==> src/logic/fsr_pkg.sv <==
// fsr_pkg: constants for the fault flag and command register block.
// assumes a 40 MHz logic clock and 32-bit spi frames, msb first.
package fsr_pkg;
  // ==========================================================
  // frame layout
  localparam int          FRAME_BITS  = 32;
  localparam int          RW_BIT      = 24;
  localparam int          BIT_SUMMARY = 23;
  localparam int          BIT_INTFLG  = 22;
  // ==========================================================
  // command addresses and response headers
  localparam logic [6:0]  ADDR_SWITCH = 7'h1F;
  localparam logic [6:0]  ADDR_FAULT  = 7'h21;
  localparam logic [6:0]  ADDR_IRQ    = 7'h23;
  localparam logic [6:0]  ADDR_RESET  = 7'h24;
  localparam logic [6:0]  ADDR_LAST   = 7'h24;
  localparam logic [7:0]  HDR_FAULT   = 8'h42;
  localparam logic [7:0]  HDR_IRQ     = 8'h47;
  localparam logic [7:0]  HDR_SWITCH  = 8'h3E;
  // ==========================================================
  // fault flag positions, equal to response bit positions
  localparam int          FLAG_W      = 11;
  localparam int          F_SPI_ERR   = 10;
  localparam int          F_HASH      = 9;
  localparam int          F_SUP_LOW   = 7;
  localparam int          F_SUP_HIGH  = 6;
  localparam int          F_TW        = 5;
  localparam int          F_TL        = 4;
  localparam int          F_INT_WAKE  = 3;
  localparam int          F_PIN_WAKE  = 2;
  localparam int          F_SPI_WAKE  = 1;
  localparam int          F_POR       = 0;
  localparam logic [10:0] FLAGS_RESET = 11'h001;
  localparam logic        INTFLG_RST  = 1'b1;
  localparam int          SW_W        = 22;
  // ==========================================================
  // timing
  localparam int          CLK_KHZ      = 40000;
  localparam int          INT_PULSE_US = 100;
  localparam int          INT_PULSE_CYC = INT_PULSE_US * CLK_KHZ / 1000;
  localparam int          PCNT_W       = 12;
  // ==========================================================
  // response selected for the next frame
  typedef enum logic [1:0] {
    RESP_SWITCH = 2'b00,
    RESP_FAULT  = 2'b01,
    RESP_IRQ    = 2'b10
  } fsr_resp_t;
endpackage

==> src/logic/fsr_spi_target.sv <==
// fsr_spi_target: spi target shifter, oversampled by mclk.
// assumes sclk idles low, mosi sampled on rise, miso changes on fall.
`timescale 1ns/1ps
module fsr_spi_target
  import fsr_pkg::*;
(
  input  wire logic        mclk,
  input  wire logic        arst_n,
  input  wire logic        sclk,
  input  wire logic        cs_n,
  input  wire logic        mosi,
  output logic             miso,
  output logic             miso_oe,
  input  wire logic [31:0] tx_word,
  output logic             frame_start,
  output logic             frame_done,
  output logic             frame_err,
  output logic [31:0]      rx_word
);
  // ==========================================================
  // three-stage sync; second and third must agree
  logic [2:0]  sync_reg [3];
  logic [2:0]  lvl_reg, lvl_next;
  logic [31:0] tx_reg, tx_next, rx_reg, rx_next;
  logic [5:0]  cnt_reg, cnt_next;
  logic        sck_rise, sck_fall, cs_fall, cs_rise, act;

  always_comb begin
    for (int i = 0; i < 3; i++) begin
      lvl_next[i] = (sync_reg[i][1] == sync_reg[i][2]) ? sync_reg[i][2] : lvl_reg[i];
    end
  end

  assign sck_rise = lvl_next[0] & ~lvl_reg[0];
  assign sck_fall = ~lvl_next[0] & lvl_reg[0];
  assign cs_fall  = ~lvl_next[1] & lvl_reg[1];
  assign cs_rise  = lvl_next[1] & ~lvl_reg[1];
  assign act      = ~lvl_reg[1];

  // ==========================================================
  // shift engine
  always_comb begin
    tx_next  = tx_reg;
    rx_next  = rx_reg;
    cnt_next = cnt_reg;
    if (cs_fall) begin
      tx_next  = tx_word;
      cnt_next = 6'h00;
    end else if (act && sck_rise) begin
      rx_next  = {rx_reg[30:0], lvl_reg[2]};
      cnt_next = (cnt_reg == 6'h3F) ? cnt_reg : cnt_reg + 6'h01;
    end else if (act && sck_fall) begin
      tx_next = {tx_reg[30:0], 1'b0};
    end
  end

  always_ff @(posedge mclk or negedge arst_n) begin
    if (!arst_n) begin
      sync_reg[0] <= 3'h0;
      sync_reg[1] <= 3'h7;
      sync_reg[2] <= 3'h0;
      lvl_reg     <= 3'h2;
      tx_reg      <= 32'h0000_0000;
      rx_reg      <= 32'h0000_0000;
      cnt_reg     <= 6'h00;
    end else begin
      sync_reg[0] <= {sync_reg[0][1:0], sclk};
      sync_reg[1] <= {sync_reg[1][1:0], cs_n};
      sync_reg[2] <= {sync_reg[2][1:0], mosi};
      lvl_reg     <= lvl_next;
      tx_reg      <= tx_next;
      rx_reg      <= rx_next;
      cnt_reg     <= cnt_next;
    end
  end

  // a frame of any other length is malformed
  assign frame_start = cs_fall;
  assign frame_done  = cs_rise && cnt_reg == 6'(FRAME_BITS); // [RULE17]
  assign frame_err   = cs_rise && cnt_reg != 6'(FRAME_BITS); // [RULE3]
  assign rx_word     = rx_reg;
  assign miso        = tx_reg[31];                           // [RULE17]
  assign miso_oe     = act;
endmodule

==> src/logic/fsr_fault_regs.sv <==
// fsr_fault_regs: fault flag register, interrupt pulse and soft reset.
// assumes monitor inputs are mclk-synchronous; spi, wake and int pins are not.
// Function
// [RULE1] fault read command; flags come back in the following frame
// [RULE2] bit 22 set by switch change or new flag; cleared by clear or read
// [RULE3] bit 10 set by malformed frame; clears on read without new error
// [RULE4] bit 9 hash mismatch; clears when gone and read
// [RULE5] bit 7 undervoltage; clears after recovery and read
// [RULE6] bit 6 overvoltage; clears after it ends and read
// [RULE7] bit 5 thermal warning; clears when cooled and read
// [RULE8] bit 4 thermal limit; clears when cooled and read
// [RULE9] bit 3 interrupt pin falling edge wake from low power
// [RULE10] bit 2 wake pin falling edge; clears on read
// [RULE11] bit 1 spi frame wake from low power; clears on read
// [RULE12] bit 0 power-on reset event; clears on read
// [RULE13] interrupt request command gives one 100 us low pulse
// [RULE14] request answer: header, summary, intflg, zeros; no intflg set
// [RULE15] reset command resets registers; answer is switch status; here it only clears the pulse timer and pulses soft_reset
// [RULE16] host sets rw bit for commands, clears it for fault read
// [RULE17] frame opens on chip select fall and has 32 clocks
// [RULE18] summary bit 23 is OR of flags and wetting faults; the fault reply sends 0 in bit 23
// [RULE19] any frame carrying intflg clears it; persisting faults don't re-fire
`timescale 1ns/1ps
module fsr_fault_regs
  import fsr_pkg::*;
(
  input  wire logic            mclk,
  input  wire logic            arst_n,
  input  wire logic            spi_sclk,
  input  wire logic            spi_cs_n,
  input  wire logic            spi_mosi,
  output logic                 spi_miso,
  output logic                 spi_miso_oe,
  input  wire logic            int_n_in,
  output logic                 int_n_out,
  output logic                 int_n_oe,
  input  wire logic            wake_n,
  input  wire logic [SW_W-1:0] switch_state,
  input  wire logic            wetting_fault,
  input  wire logic            supply_low_mon,
  input  wire logic            supply_high_mon,
  input  wire logic            thermal_warn_mon,
  input  wire logic            thermal_limit_mon,
  input  wire logic            hash_mismatch,
  input  wire logic            por_event,
  input  wire logic            low_power_state,
  output logic                 soft_reset
);
  // ==========================================================
  // spi target
  logic        frame_start, frame_done, frame_err, frame_end;
  logic [31:0] rx_word, tx_word;
  logic [6:0]  rx_addr;
  logic        rx_rw;

  fsr_spi_target u_spi (
    .mclk        (mclk),
    .arst_n      (arst_n),
    .sclk        (spi_sclk),
    .cs_n        (spi_cs_n),
    .mosi        (spi_mosi),
    .miso        (spi_miso),
    .miso_oe     (spi_miso_oe),
    .tx_word     (tx_word),
    .frame_start (frame_start),
    .frame_done  (frame_done),
    .frame_err   (frame_err),
    .rx_word     (rx_word)
  );

  assign frame_end = frame_done | frame_err;
  assign rx_addr   = rx_word[31:25];
  assign rx_rw     = rx_word[RW_BIT];

  // ==========================================================
  // pin sync for wake and interrupt pins
  logic [2:0] wk_sync_reg, it_sync_reg;
  logic       wk_lvl_reg, wk_lvl_next, it_lvl_reg, it_lvl_next;
  logic       wake_fall, int_fall;

  always_comb begin
    wk_lvl_next = (wk_sync_reg[1] == wk_sync_reg[2]) ? wk_sync_reg[2] : wk_lvl_reg;
    it_lvl_next = (it_sync_reg[1] == it_sync_reg[2]) ? it_sync_reg[2] : it_lvl_reg;
  end

  always_ff @(posedge mclk or negedge arst_n) begin
    if (!arst_n) begin
      wk_sync_reg <= 3'h7;
      it_sync_reg <= 3'h7;
      wk_lvl_reg  <= 1'b1;
      it_lvl_reg  <= 1'b1;
    end else begin
      wk_sync_reg <= {wk_sync_reg[1:0], wake_n};
      it_sync_reg <= {it_sync_reg[1:0], int_n_in};
      wk_lvl_reg  <= wk_lvl_next;
      it_lvl_reg  <= it_lvl_next;
    end
  end

  assign wake_fall = wk_lvl_reg & ~wk_lvl_next;
  // own drive would look like an external edge, so ignore it then
  assign int_fall  = it_lvl_reg & ~it_lvl_next & ~int_n_oe;

  // ==========================================================
  // command decode
  logic      irq_fire, bad_addr;
  fsr_resp_t pend_reg, pend_next;

  assign irq_fire   = frame_done && rx_addr == ADDR_IRQ && rx_rw;      // [RULE13]
  assign soft_reset = frame_done && rx_addr == ADDR_RESET && rx_rw;    // [RULE15]
  assign bad_addr   = frame_done && rx_addr > ADDR_LAST;

  always_comb begin
    pend_next = pend_reg;
    if (frame_err) begin
      pend_next = RESP_SWITCH;
    end else if (frame_done) begin
      if (rx_addr == ADDR_FAULT && !rx_rw) begin
        pend_next = RESP_FAULT;                                         // [RULE1]
      end else if (irq_fire) begin
        pend_next = RESP_IRQ;                                           // [RULE14]
      end else begin
        pend_next = RESP_SWITCH;                                        // [RULE15]
      end
    end
  end

  // ==========================================================
  // fault flags: set wins over clear-on-read
  logic [FLAG_W-1:0] flags_reg, flags_next, snap_reg, snap_next;
  logic [FLAG_W-1:0] set_v, cause_v, clr_v;
  logic              snap_int_reg, snap_int_next;
  logic              intflg_reg, intflg_next, sum_prev_reg, summary;
  fsr_resp_t         snap_kind_reg, snap_kind_next;

  always_comb begin
    set_v              = '0;
    set_v[F_SPI_ERR]   = frame_err | bad_addr;                          // [RULE3]
    set_v[F_HASH]      = hash_mismatch;                                 // [RULE4]
    set_v[F_SUP_LOW]   = supply_low_mon;                                // [RULE5]
    set_v[F_SUP_HIGH]  = supply_high_mon;                               // [RULE6]
    set_v[F_TW]        = thermal_warn_mon;                              // [RULE7]
    set_v[F_TL]        = thermal_limit_mon;                             // [RULE8]
    set_v[F_INT_WAKE]  = low_power_state & int_fall;                    // [RULE9]
    set_v[F_PIN_WAKE]  = wake_fall;                                     // [RULE10]
    set_v[F_SPI_WAKE]  = low_power_state & frame_start;                 // [RULE11]
    set_v[F_POR]       = por_event;                                     // [RULE12]
    // level causes keep their flag up past the read
    cause_v            = '0;
    cause_v[F_HASH]    = hash_mismatch;
    cause_v[F_SUP_LOW] = supply_low_mon;
    cause_v[F_SUP_HIGH] = supply_high_mon;
    cause_v[F_TW]      = thermal_warn_mon;
    cause_v[F_TL]      = thermal_limit_mon;
    clr_v = (frame_end && snap_kind_reg == RESP_FAULT) ? (snap_reg & ~cause_v) : '0;
    flags_next = (flags_reg & ~clr_v) | set_v;                          // [RULE5]
    snap_next      = frame_start ? flags_reg : snap_reg;
    snap_int_next  = frame_start ? intflg_reg : snap_int_reg;
    snap_kind_next = frame_start ? pend_reg : snap_kind_reg;
  end

  // ==========================================================
  // summary and change flag
  logic [SW_W-1:0]   sw_prev_reg;
  logic              int_rise, int_clr;

  assign summary  = (|flags_reg) | wetting_fault;                       // [RULE18]
  // only a fresh flag or a switch change fires, so a persisting cause is quiet
  assign int_rise = (|(set_v & ~flags_reg)) | (switch_state != sw_prev_reg); // [RULE2]
  assign int_clr  = (frame_end & snap_int_reg) | (sum_prev_reg & ~summary);  // [RULE19]

  always_comb begin
    intflg_next = (intflg_reg & ~int_clr) | int_rise;                  // [RULE2]
  end

  // ==========================================================
  // response word for the next frame
  always_comb begin
    unique case (pend_reg)
      RESP_FAULT:  tx_word = {HDR_FAULT, 1'b0, intflg_reg, 11'h000, flags_reg}; // [RULE1]
      RESP_IRQ:    tx_word = {HDR_IRQ, summary, intflg_reg, 22'h00_0000};      // [RULE14]
      RESP_SWITCH: tx_word = {HDR_SWITCH, summary, intflg_reg, switch_state};  // [RULE15]
      default:     tx_word = {HDR_SWITCH, summary, intflg_reg, switch_state};
    endcase
  end

  // ==========================================================
  // interrupt pulse timer
  logic [PCNT_W-1:0] pcnt_reg, pcnt_next;
  logic              pulse_on;

  always_comb begin
    if (soft_reset) begin
      pcnt_next = '0;
    end else if (irq_fire) begin
      pcnt_next = PCNT_W'(INT_PULSE_CYC);                               // [RULE13]
    end else if (pcnt_reg != '0) begin
      pcnt_next = pcnt_reg - PCNT_W'(1);
    end else begin
      pcnt_next = pcnt_reg;
    end
  end

  assign pulse_on  = pcnt_reg != '0;
  // open drain: only ever pulls low
  assign int_n_out = 1'b0;
  assign int_n_oe  = pulse_on | intflg_reg;

  // ==========================================================
  // state registers
  always_ff @(posedge mclk or negedge arst_n) begin
    if (!arst_n) begin
      flags_reg     <= FLAGS_RESET;
      snap_reg      <= '0;
      snap_int_reg  <= 1'b0;
      snap_kind_reg <= RESP_SWITCH;
      pend_reg      <= RESP_SWITCH;
      intflg_reg    <= INTFLG_RST;
      sum_prev_reg  <= 1'b0;
      sw_prev_reg   <= '0;
      pcnt_reg      <= '0;
    end else begin
      flags_reg     <= flags_next;
      snap_reg      <= snap_next;
      snap_int_reg  <= snap_int_next;
      snap_kind_reg <= snap_kind_next;
      pend_reg      <= pend_next;
      intflg_reg    <= intflg_next;
      sum_prev_reg  <= summary;
      sw_prev_reg   <= switch_state;
      pcnt_reg      <= pcnt_next;
    end
  end

  logic [PCNT_W-1:0] plen_reg;
  always_ff @(posedge mclk or negedge arst_n) begin
    if (!arst_n) plen_reg <= '0;
    else plen_reg <= irq_fire ? '0 : (pulse_on ? plen_reg + PCNT_W'(1) : plen_reg);
  end
endmodule

==> config.mk <==
export PLATFORM = sky130hd
export DESIGN_NAME = fsr_fault_regs
export DESIGN_NICKNAME = d
export VERILOG_FILES = /design/src/logic/fsr_pkg.sv /design/src/logic/fsr_spi_target.sv /design/src/logic/fsr_fault_regs.sv
export SDC_FILE = /design/constraint.sdc
export NUM_CORES = 1
export LEC_CHECK = 0
export BUFFER_PORTS_ARGS = -buffer_cell sky130_fd_sc_hd__clkbuf_2
export CAP_MARGIN = 0
export CORE_AREA = 2 2 216 133
export CTS_CLUSTER_DIAMETER = 100
export DETAILED_ROUTE_END_ITERATION = 6
export DIE_AREA = 0 0 218 135
export RECOVER_POWER = 25
export SYNTH_ARGS = -nofsm -noshare
export SYNTH_HDL_FRONTEND = slang
export SYNTH_SLANG_ARGS = --single-unit
==> constraint.sdc <==
create_clock -name mclk -period 3.15 [get_ports mclk]
set_clock_uncertainty 0.15 [all_clocks]
set_input_delay 0.63 -clock mclk [delete_from_list [all_inputs] [get_ports mclk]]
set_output_delay 0.63 -clock mclk [all_outputs]
set_load 0.05 [all_outputs]
* Word level (Yosys, flattened, before mapping) *
Cells that the tools add are included.

storage, ports and cells
  flip-flop bits (word level) = 153
  bits of input ports = 37
  output and inout port bits = 5
  word-level logic and storage cells = 118

operators by class
  $add $sub $neg = 2
  $lt $le $gt $ge = 1
  eq/ne operators = 17
  mux-type cells = 19
  bitwise logic cells = 36
  reduce and logical (&&, ||, !) cells = 22

operators by type and width
  operator                                                                         count
  32-bit 2-to-1 mux                                                                3
  31-bit case mux with 2 select lines                                              1
  12-bit 2-to-1 mux                                                                3
  11-bit AND                                                                       3
  22-bit inequality test                                                           1
  11-bit NOT                                                                       2
  11-bit OR reduction                                                              2
  7-bit by 6-bit equality test with 1-bit output, second input constant            3
  6-bit 2-to-1 mux                                                                 3
  1-bit AND                                                                        12
  6-bit equality test, second input constant                                       2
  12-bit nonzero test                                                              1
  12-bit by 1-bit subtractor with 12-bit output, second input constant             1
  1-bit logical AND                                                                11
  11-bit 2-to-1 mux                                                                1
  10-bit NOT with 11-bit output                                                    1
  11-bit OR                                                                        1
  1-bit NOT                                                                        10
  2-bit 2-to-1 mux                                                                 4
  7-bit by 6-bit greater-than comparator with 1-bit output, second input constant  1
  1-bit OR                                                                         7
  6-bit by 1-bit adder with 6-bit output, second input constant                    1
  6-bit inequality test, second input constant                                     1
  2-bit AND reduction                                                              3
  8 further kinds                                                                  19

* Logic depth before layout (Yosys ltp) *
  word-level depth = 10
  mapped depth = 8
  mapped depth without buffers = 7

* Hierarchy *
A second synthesis with hierarchy kept.

unflattened totals
  cells, all modules = 539
  area total of the unflattened synthesis = 6596.3 µm²

modules (own cells, without submodules)
  module          times used  cells each  area each (µm²)
  fsr_spi_target  1           260         3377.0
  fsr_fault_regs  1           279         3219.3

* Least setup slack after synthesis *
OpenSTA, ideal clock, no wires.

  path kind = register to output
  start = reg pcnt_reg[0]
  end = out int_n_oe
  arrival = 1.374 ns
  path slack = 0.996 ns
  stages on the path, launching flop included = 8
  buffers on the path = 1
  path through = dfrtp_1 -> inv_1 -> ha_1 -> nand3_2 -> or2_1 -> buf_6 -> nor2_4 -> inv_1

on the way
  cells in the longest elaborated chain, start to end = 2

RTL lines
  element                 line                   RTL
  from (decl)             fsr_fault_regs.sv:189  logic [PCNT_W-1:0] pcnt_reg, pcnt_next;
  from (signal assigned)  fsr_fault_regs.sv:231  pcnt_reg <= pcnt_next;
  12-bit nonzero test     fsr_fault_regs.sv:204  assign pulse_on = pcnt_reg != '0;
  1-bit OR                fsr_fault_regs.sv:207  assign int_n_oe = pulse_on | intflg_reg;
  to (decl)               fsr_fault_regs.sv:36   output logic int_n_oe,

No other way between the ends.

* Worst setup path after layout *
  start = reg u_spi.sync_reg[4] (netlist bit)
  end = out soft_reset

on the way
  cells in the longest elaborated chain, start to end = 6

RTL lines
  element                         line                   RTL
  from (decl)                     fsr_spi_target.sv:22   logic [2:0] sync_reg [3];
  1-bit equality test             fsr_spi_target.sv:30   lvl_next[i] = (sync_reg[i][1] == sync_reg[i][2]) ? sync_reg[i][2] : lvl_reg[i];
  1-bit 2-to-1 mux                fsr_spi_target.sv:30
  1-bit AND                       fsr_spi_target.sv:37   assign cs_rise = lvl_next[1] & ~lvl_reg[1];
  1-bit logical AND               fsr_spi_target.sv:79   assign frame_done = cs_rise && cnt_reg == 6'(FRAME_BITS);
  1-bit logical AND (2 in a row)  fsr_fault_regs.sv:110  assign soft_reset = frame_done && rx_addr == ADDR_RESET && rx_rw;
  to (decl)                       fsr_fault_regs.sv:47   output logic soft_reset

No other way between the ends.

==> results.md <==
* Status: finished with violations
* Violated checks: max-capacitance violations, max-slew violations
* Setup repair bufs after CTS at 0
* Area of the multi-input gates at 0.00268 mm²
* WL/cell at about 14 µm
* Drt initial violations at 340
* Reg2reg path depth at 4
* Actual slew at the worst max-slew pin at between 1.5 and 2 ns
* Synth cell types at 61
* Mux share of post-synthesis cell area at 5.77%
* Layout area overhead at 16.2%
* Input/output buffers at 40
* Clock latency on the worst-skew pair at between 0.4 and 0.5 ns
* Most common cell after layout, fill and taps aside: dfrtp_1
* Fin. max-slew vios at between 60 and 70
* Root buf cell: clkbuf_16
* # hold bufs at CTS at 0
* Initial Utilization at 24.9%
* Adder-Cell Fraction of Synth Area at 1.88%
* Vias at 4,364
* Unrepaired setup endpoints after global routing: no
* Fin nets at 683
* CP max stage cell: dfstp_1
* Die ar. at 0.0294 mm²
* Width of the chip at 218 µm
* Fillers at 2,855
* Tightest Hold Check Type: in2reg
* Synth Area per Inst at 11.4 µm²
* H-tree depth at 4
* Register area at 0.00385 mm²
* Grt total ovfl at 0
* Worst Setup Start Kind: flop
* First-pass DRT Iterations at 5
* Reg clk slew, reported paths at 0.06 ns
* Vias in the first global route at 4,210
* CP endpoint: soft_reset
* Syn nets at 637
* Post-CTS resize count at 0
* Post-synth EDFFs at 0
* Dpl cell area at 0.00735 mm²
* Post-synthesis simple-gate area fraction at 16.0%
* I/O pin total at 42
* Final WL at approximately 14,000 µm
* Peak fanout along the critical path at 8
* TNS Setup at 0 ns
* Netlist Area Pre-Place at 0.00678 mm²
* Layout cells sized above 1 at approximately a quarter
* Post-route cell area at 0.00788 mm²
* Crit path DAT at 2.13 ns
* Vias/cell at 4.28
* Initial antenna violation count at 0
* Static leakage at 3.45 nW
* DR DRC count at 0
* Crit Reg-Reg Startpoint: u_spi.sync_reg[4]$_DFF_PN1_
* CP required at ~2.4 ns
* HPWL Detailed at 10,400 µm
* Register area share after synthesis at 56.7%
* Power per cell area at roughly 640 mW/mm²
* Reg-to-reg slack, setup at between 0.9 and 1 ns
* #FFs+latches synth at 153
* Core box area at ~0.027 mm²
* Fmax at 344 MHz
* First-pass GRT wire length at 23,700 µm
* Critical path, cell by cell: nand3b_4 -> nand4bb_4 -> nor2_4 -> clkbuf_2
* Row count at 47
* Largest net degree at the start of global routing at around 70
* Ys Warns at 0
* Worst setup path category: reg2out
* Synth Area in Compound Gates at 11.6%
* Final setup viols at 0
* Diode count at 0
* Max cap viols at 1
* Asr flop ratio synth at 100%
* Routability cong. at between 0.8 and 0.9
* Min Tclk post-route at 2.91 ns
* RR Endpoint: u_spi.tx_reg[1]$_DFFE_PN0P_
* CTS sink cnt at 153
* Most frequent cells in the layout: dfrtp_1 (139), nand2_1 (109), mux2_2 (33)
* Slew HR at -15.9%
* Maximum VDD drop at 0.281 mV
* Hold Fails Final Rpt at 0
* Overall Global Routing Usage at 10.6%
* Die height at 135 µm
* Crit path launch: u_spi.sync_reg[4]$_DFF_PN1_
* Final core occ at 28.9%
* Xor/xnor cell area share of the yosys netlist at 4.13%
* Post-synthesis cell count at 593
* Largest family of logic cells by synthesized area: simple AND/OR/NAND/NOR gates
* Post-route ant nets at 0
* CP max stage delay at approximately 0.66 ns
* Longest Clk Path Bufs at 2
* Crit path capture type: primary output
* Hold slack at 0.126 ns
* Synth Flop Type: dfrtp_1
* CTS tree: done
* Period utilization at 92.3%
* CTS Buf Count at 17
cells by family (layout without fill, tap and decap cells):
logic type                 after synthesis  in the layout
AOI/OAI and AO/OA                      115            115
other                                    1              1
adders and majority gates               11             11
and+or+nand+nor                        206            206
muxes                                   35             35
buffers and inverters                   40             99
DFF                                    153            153
xor gates and xnor gates                32             32
metal layers:
metal,wire length [µm],global-route usage [%],up-vias
met2,5460,12.9,100
li1,-,-,2134
met5,0,0,-
met3,952,3.51,15
met4,186,3.97,0
met1,7860,16.8,2115
area by class of cell:
class                           count  share of cell area, %
Multi-Input combinational cell    400                   34.0
Clock inverter                     13                   1.63
Sequential cell                   153                   48.8
Inverter                           13                  0.619
Clock buffer                       19                   5.49
Timing Repair Buffer               54                   3.68
Tap cell                          367                   5.83
worst max-delay path, delay by kind of cell, from the launching register on:
kind                   cells  cell delay (ns)
AND/OR/NAND/NOR            3             0.71
buffers and inverters      1             0.32
flip-flops                 1             0.66
where the power goes:
group          internal [mW]  switching, mW  total (mW)
clock                   1.16          0.805        1.96
combinational          0.266          0.374       0.640
sequential              2.25          0.157        2.41
total                   3.67           1.34        5.01
Yosys cell counts, types with 3 or more instances:
| cell type | instances | area [µm²] |
|---|---|---|
| dfstp_2 | 14 | 368 |
| o21ai_1 | 8 | 40.0 |
| buf_4 | 7 | 52.6 |
| nand2_1 | 109 | 409 |
| maj3_1 | 4 | 40.0 |
| nand3_1 | 4 | 20.0 |
| inv_1 | 13 | 48.8 |
| buf_6 | 11 | 124 |
| nand4_1 | 5 | 31.3 |
| and3_1 | 13 | 81.3 |
| o21ai_2 | 24 | 210 |
| a21oi_2 | 3 | 26.3 |
| xor2_1 | 14 | 123 |
| buf_2 | 4 | 20.0 |
| xnor2_1 | 18 | 158 |
| nand3b_1 | 3 | 22.5 |
| a21oi_1 | 26 | 130 |
| dfrtp_1 | 139 | 3480 |
| nor3b_1 | 3 | 22.5 |
| o21ai_0 | 24 | 120 |
| a21o_1 | 7 | 52.6 |
| nor2b_1 | 3 | 18.8 |
| nor2_4 | 3 | 33.8 |
| nor4_1 | 8 | 50.1 |
| clkbuf_1 | 5 | 18.8 |
| mux2_2 | 33 | 372 |
| ha_1 | 7 | 87.6 |
| o211ai_1 | 11 | 82.6 |
| nor2_1 | 29 | 109 |
stage by stage:
| step | power, mW | instances | worst slack, ns |
|---|---|---|---|
| global placement | 3.07 | 987 | 0.787 |
| global route | 5.28 | 1019 | 0.133 |
| detailed placement | 3.09 | 987 | 0.767 |
| finish | 5.01 | 1019 | 0.243 |
| CTS | 5.08 | 1019 | 0.295 |
| floorplan | 2.89 | 593 | 0.996 |
how the worst min path moves through the flow:
stage / start / endpoint / slack, ns / depth (start not counted)
after floorplan: arst_n / flags_reg[10]$_DFF_PN0_ / 0.18 / 0
after global placement: u_spi.sync_reg[0]$_DFF_PN0_ / u_spi.sync_reg[1]$_DFF_PN0_ / 0.18 / 0
after detailed placement: u_spi.sync_reg[0]$_DFF_PN0_ / u_spi.sync_reg[1]$_DFF_PN0_ / 0.19 / 0
after CTS: arst_n / u_spi.sync_reg[0]$_DFF_PN0_ / 0.06 / 1
after global routing: wake_n / wk_sync_reg[0]$_DFF_PN1_ / 0.11 / 1
final: wake_n / wk_sync_reg[0]$_DFF_PN1_ / 0.13 / 1
Power figures use the tool's default switching activity.
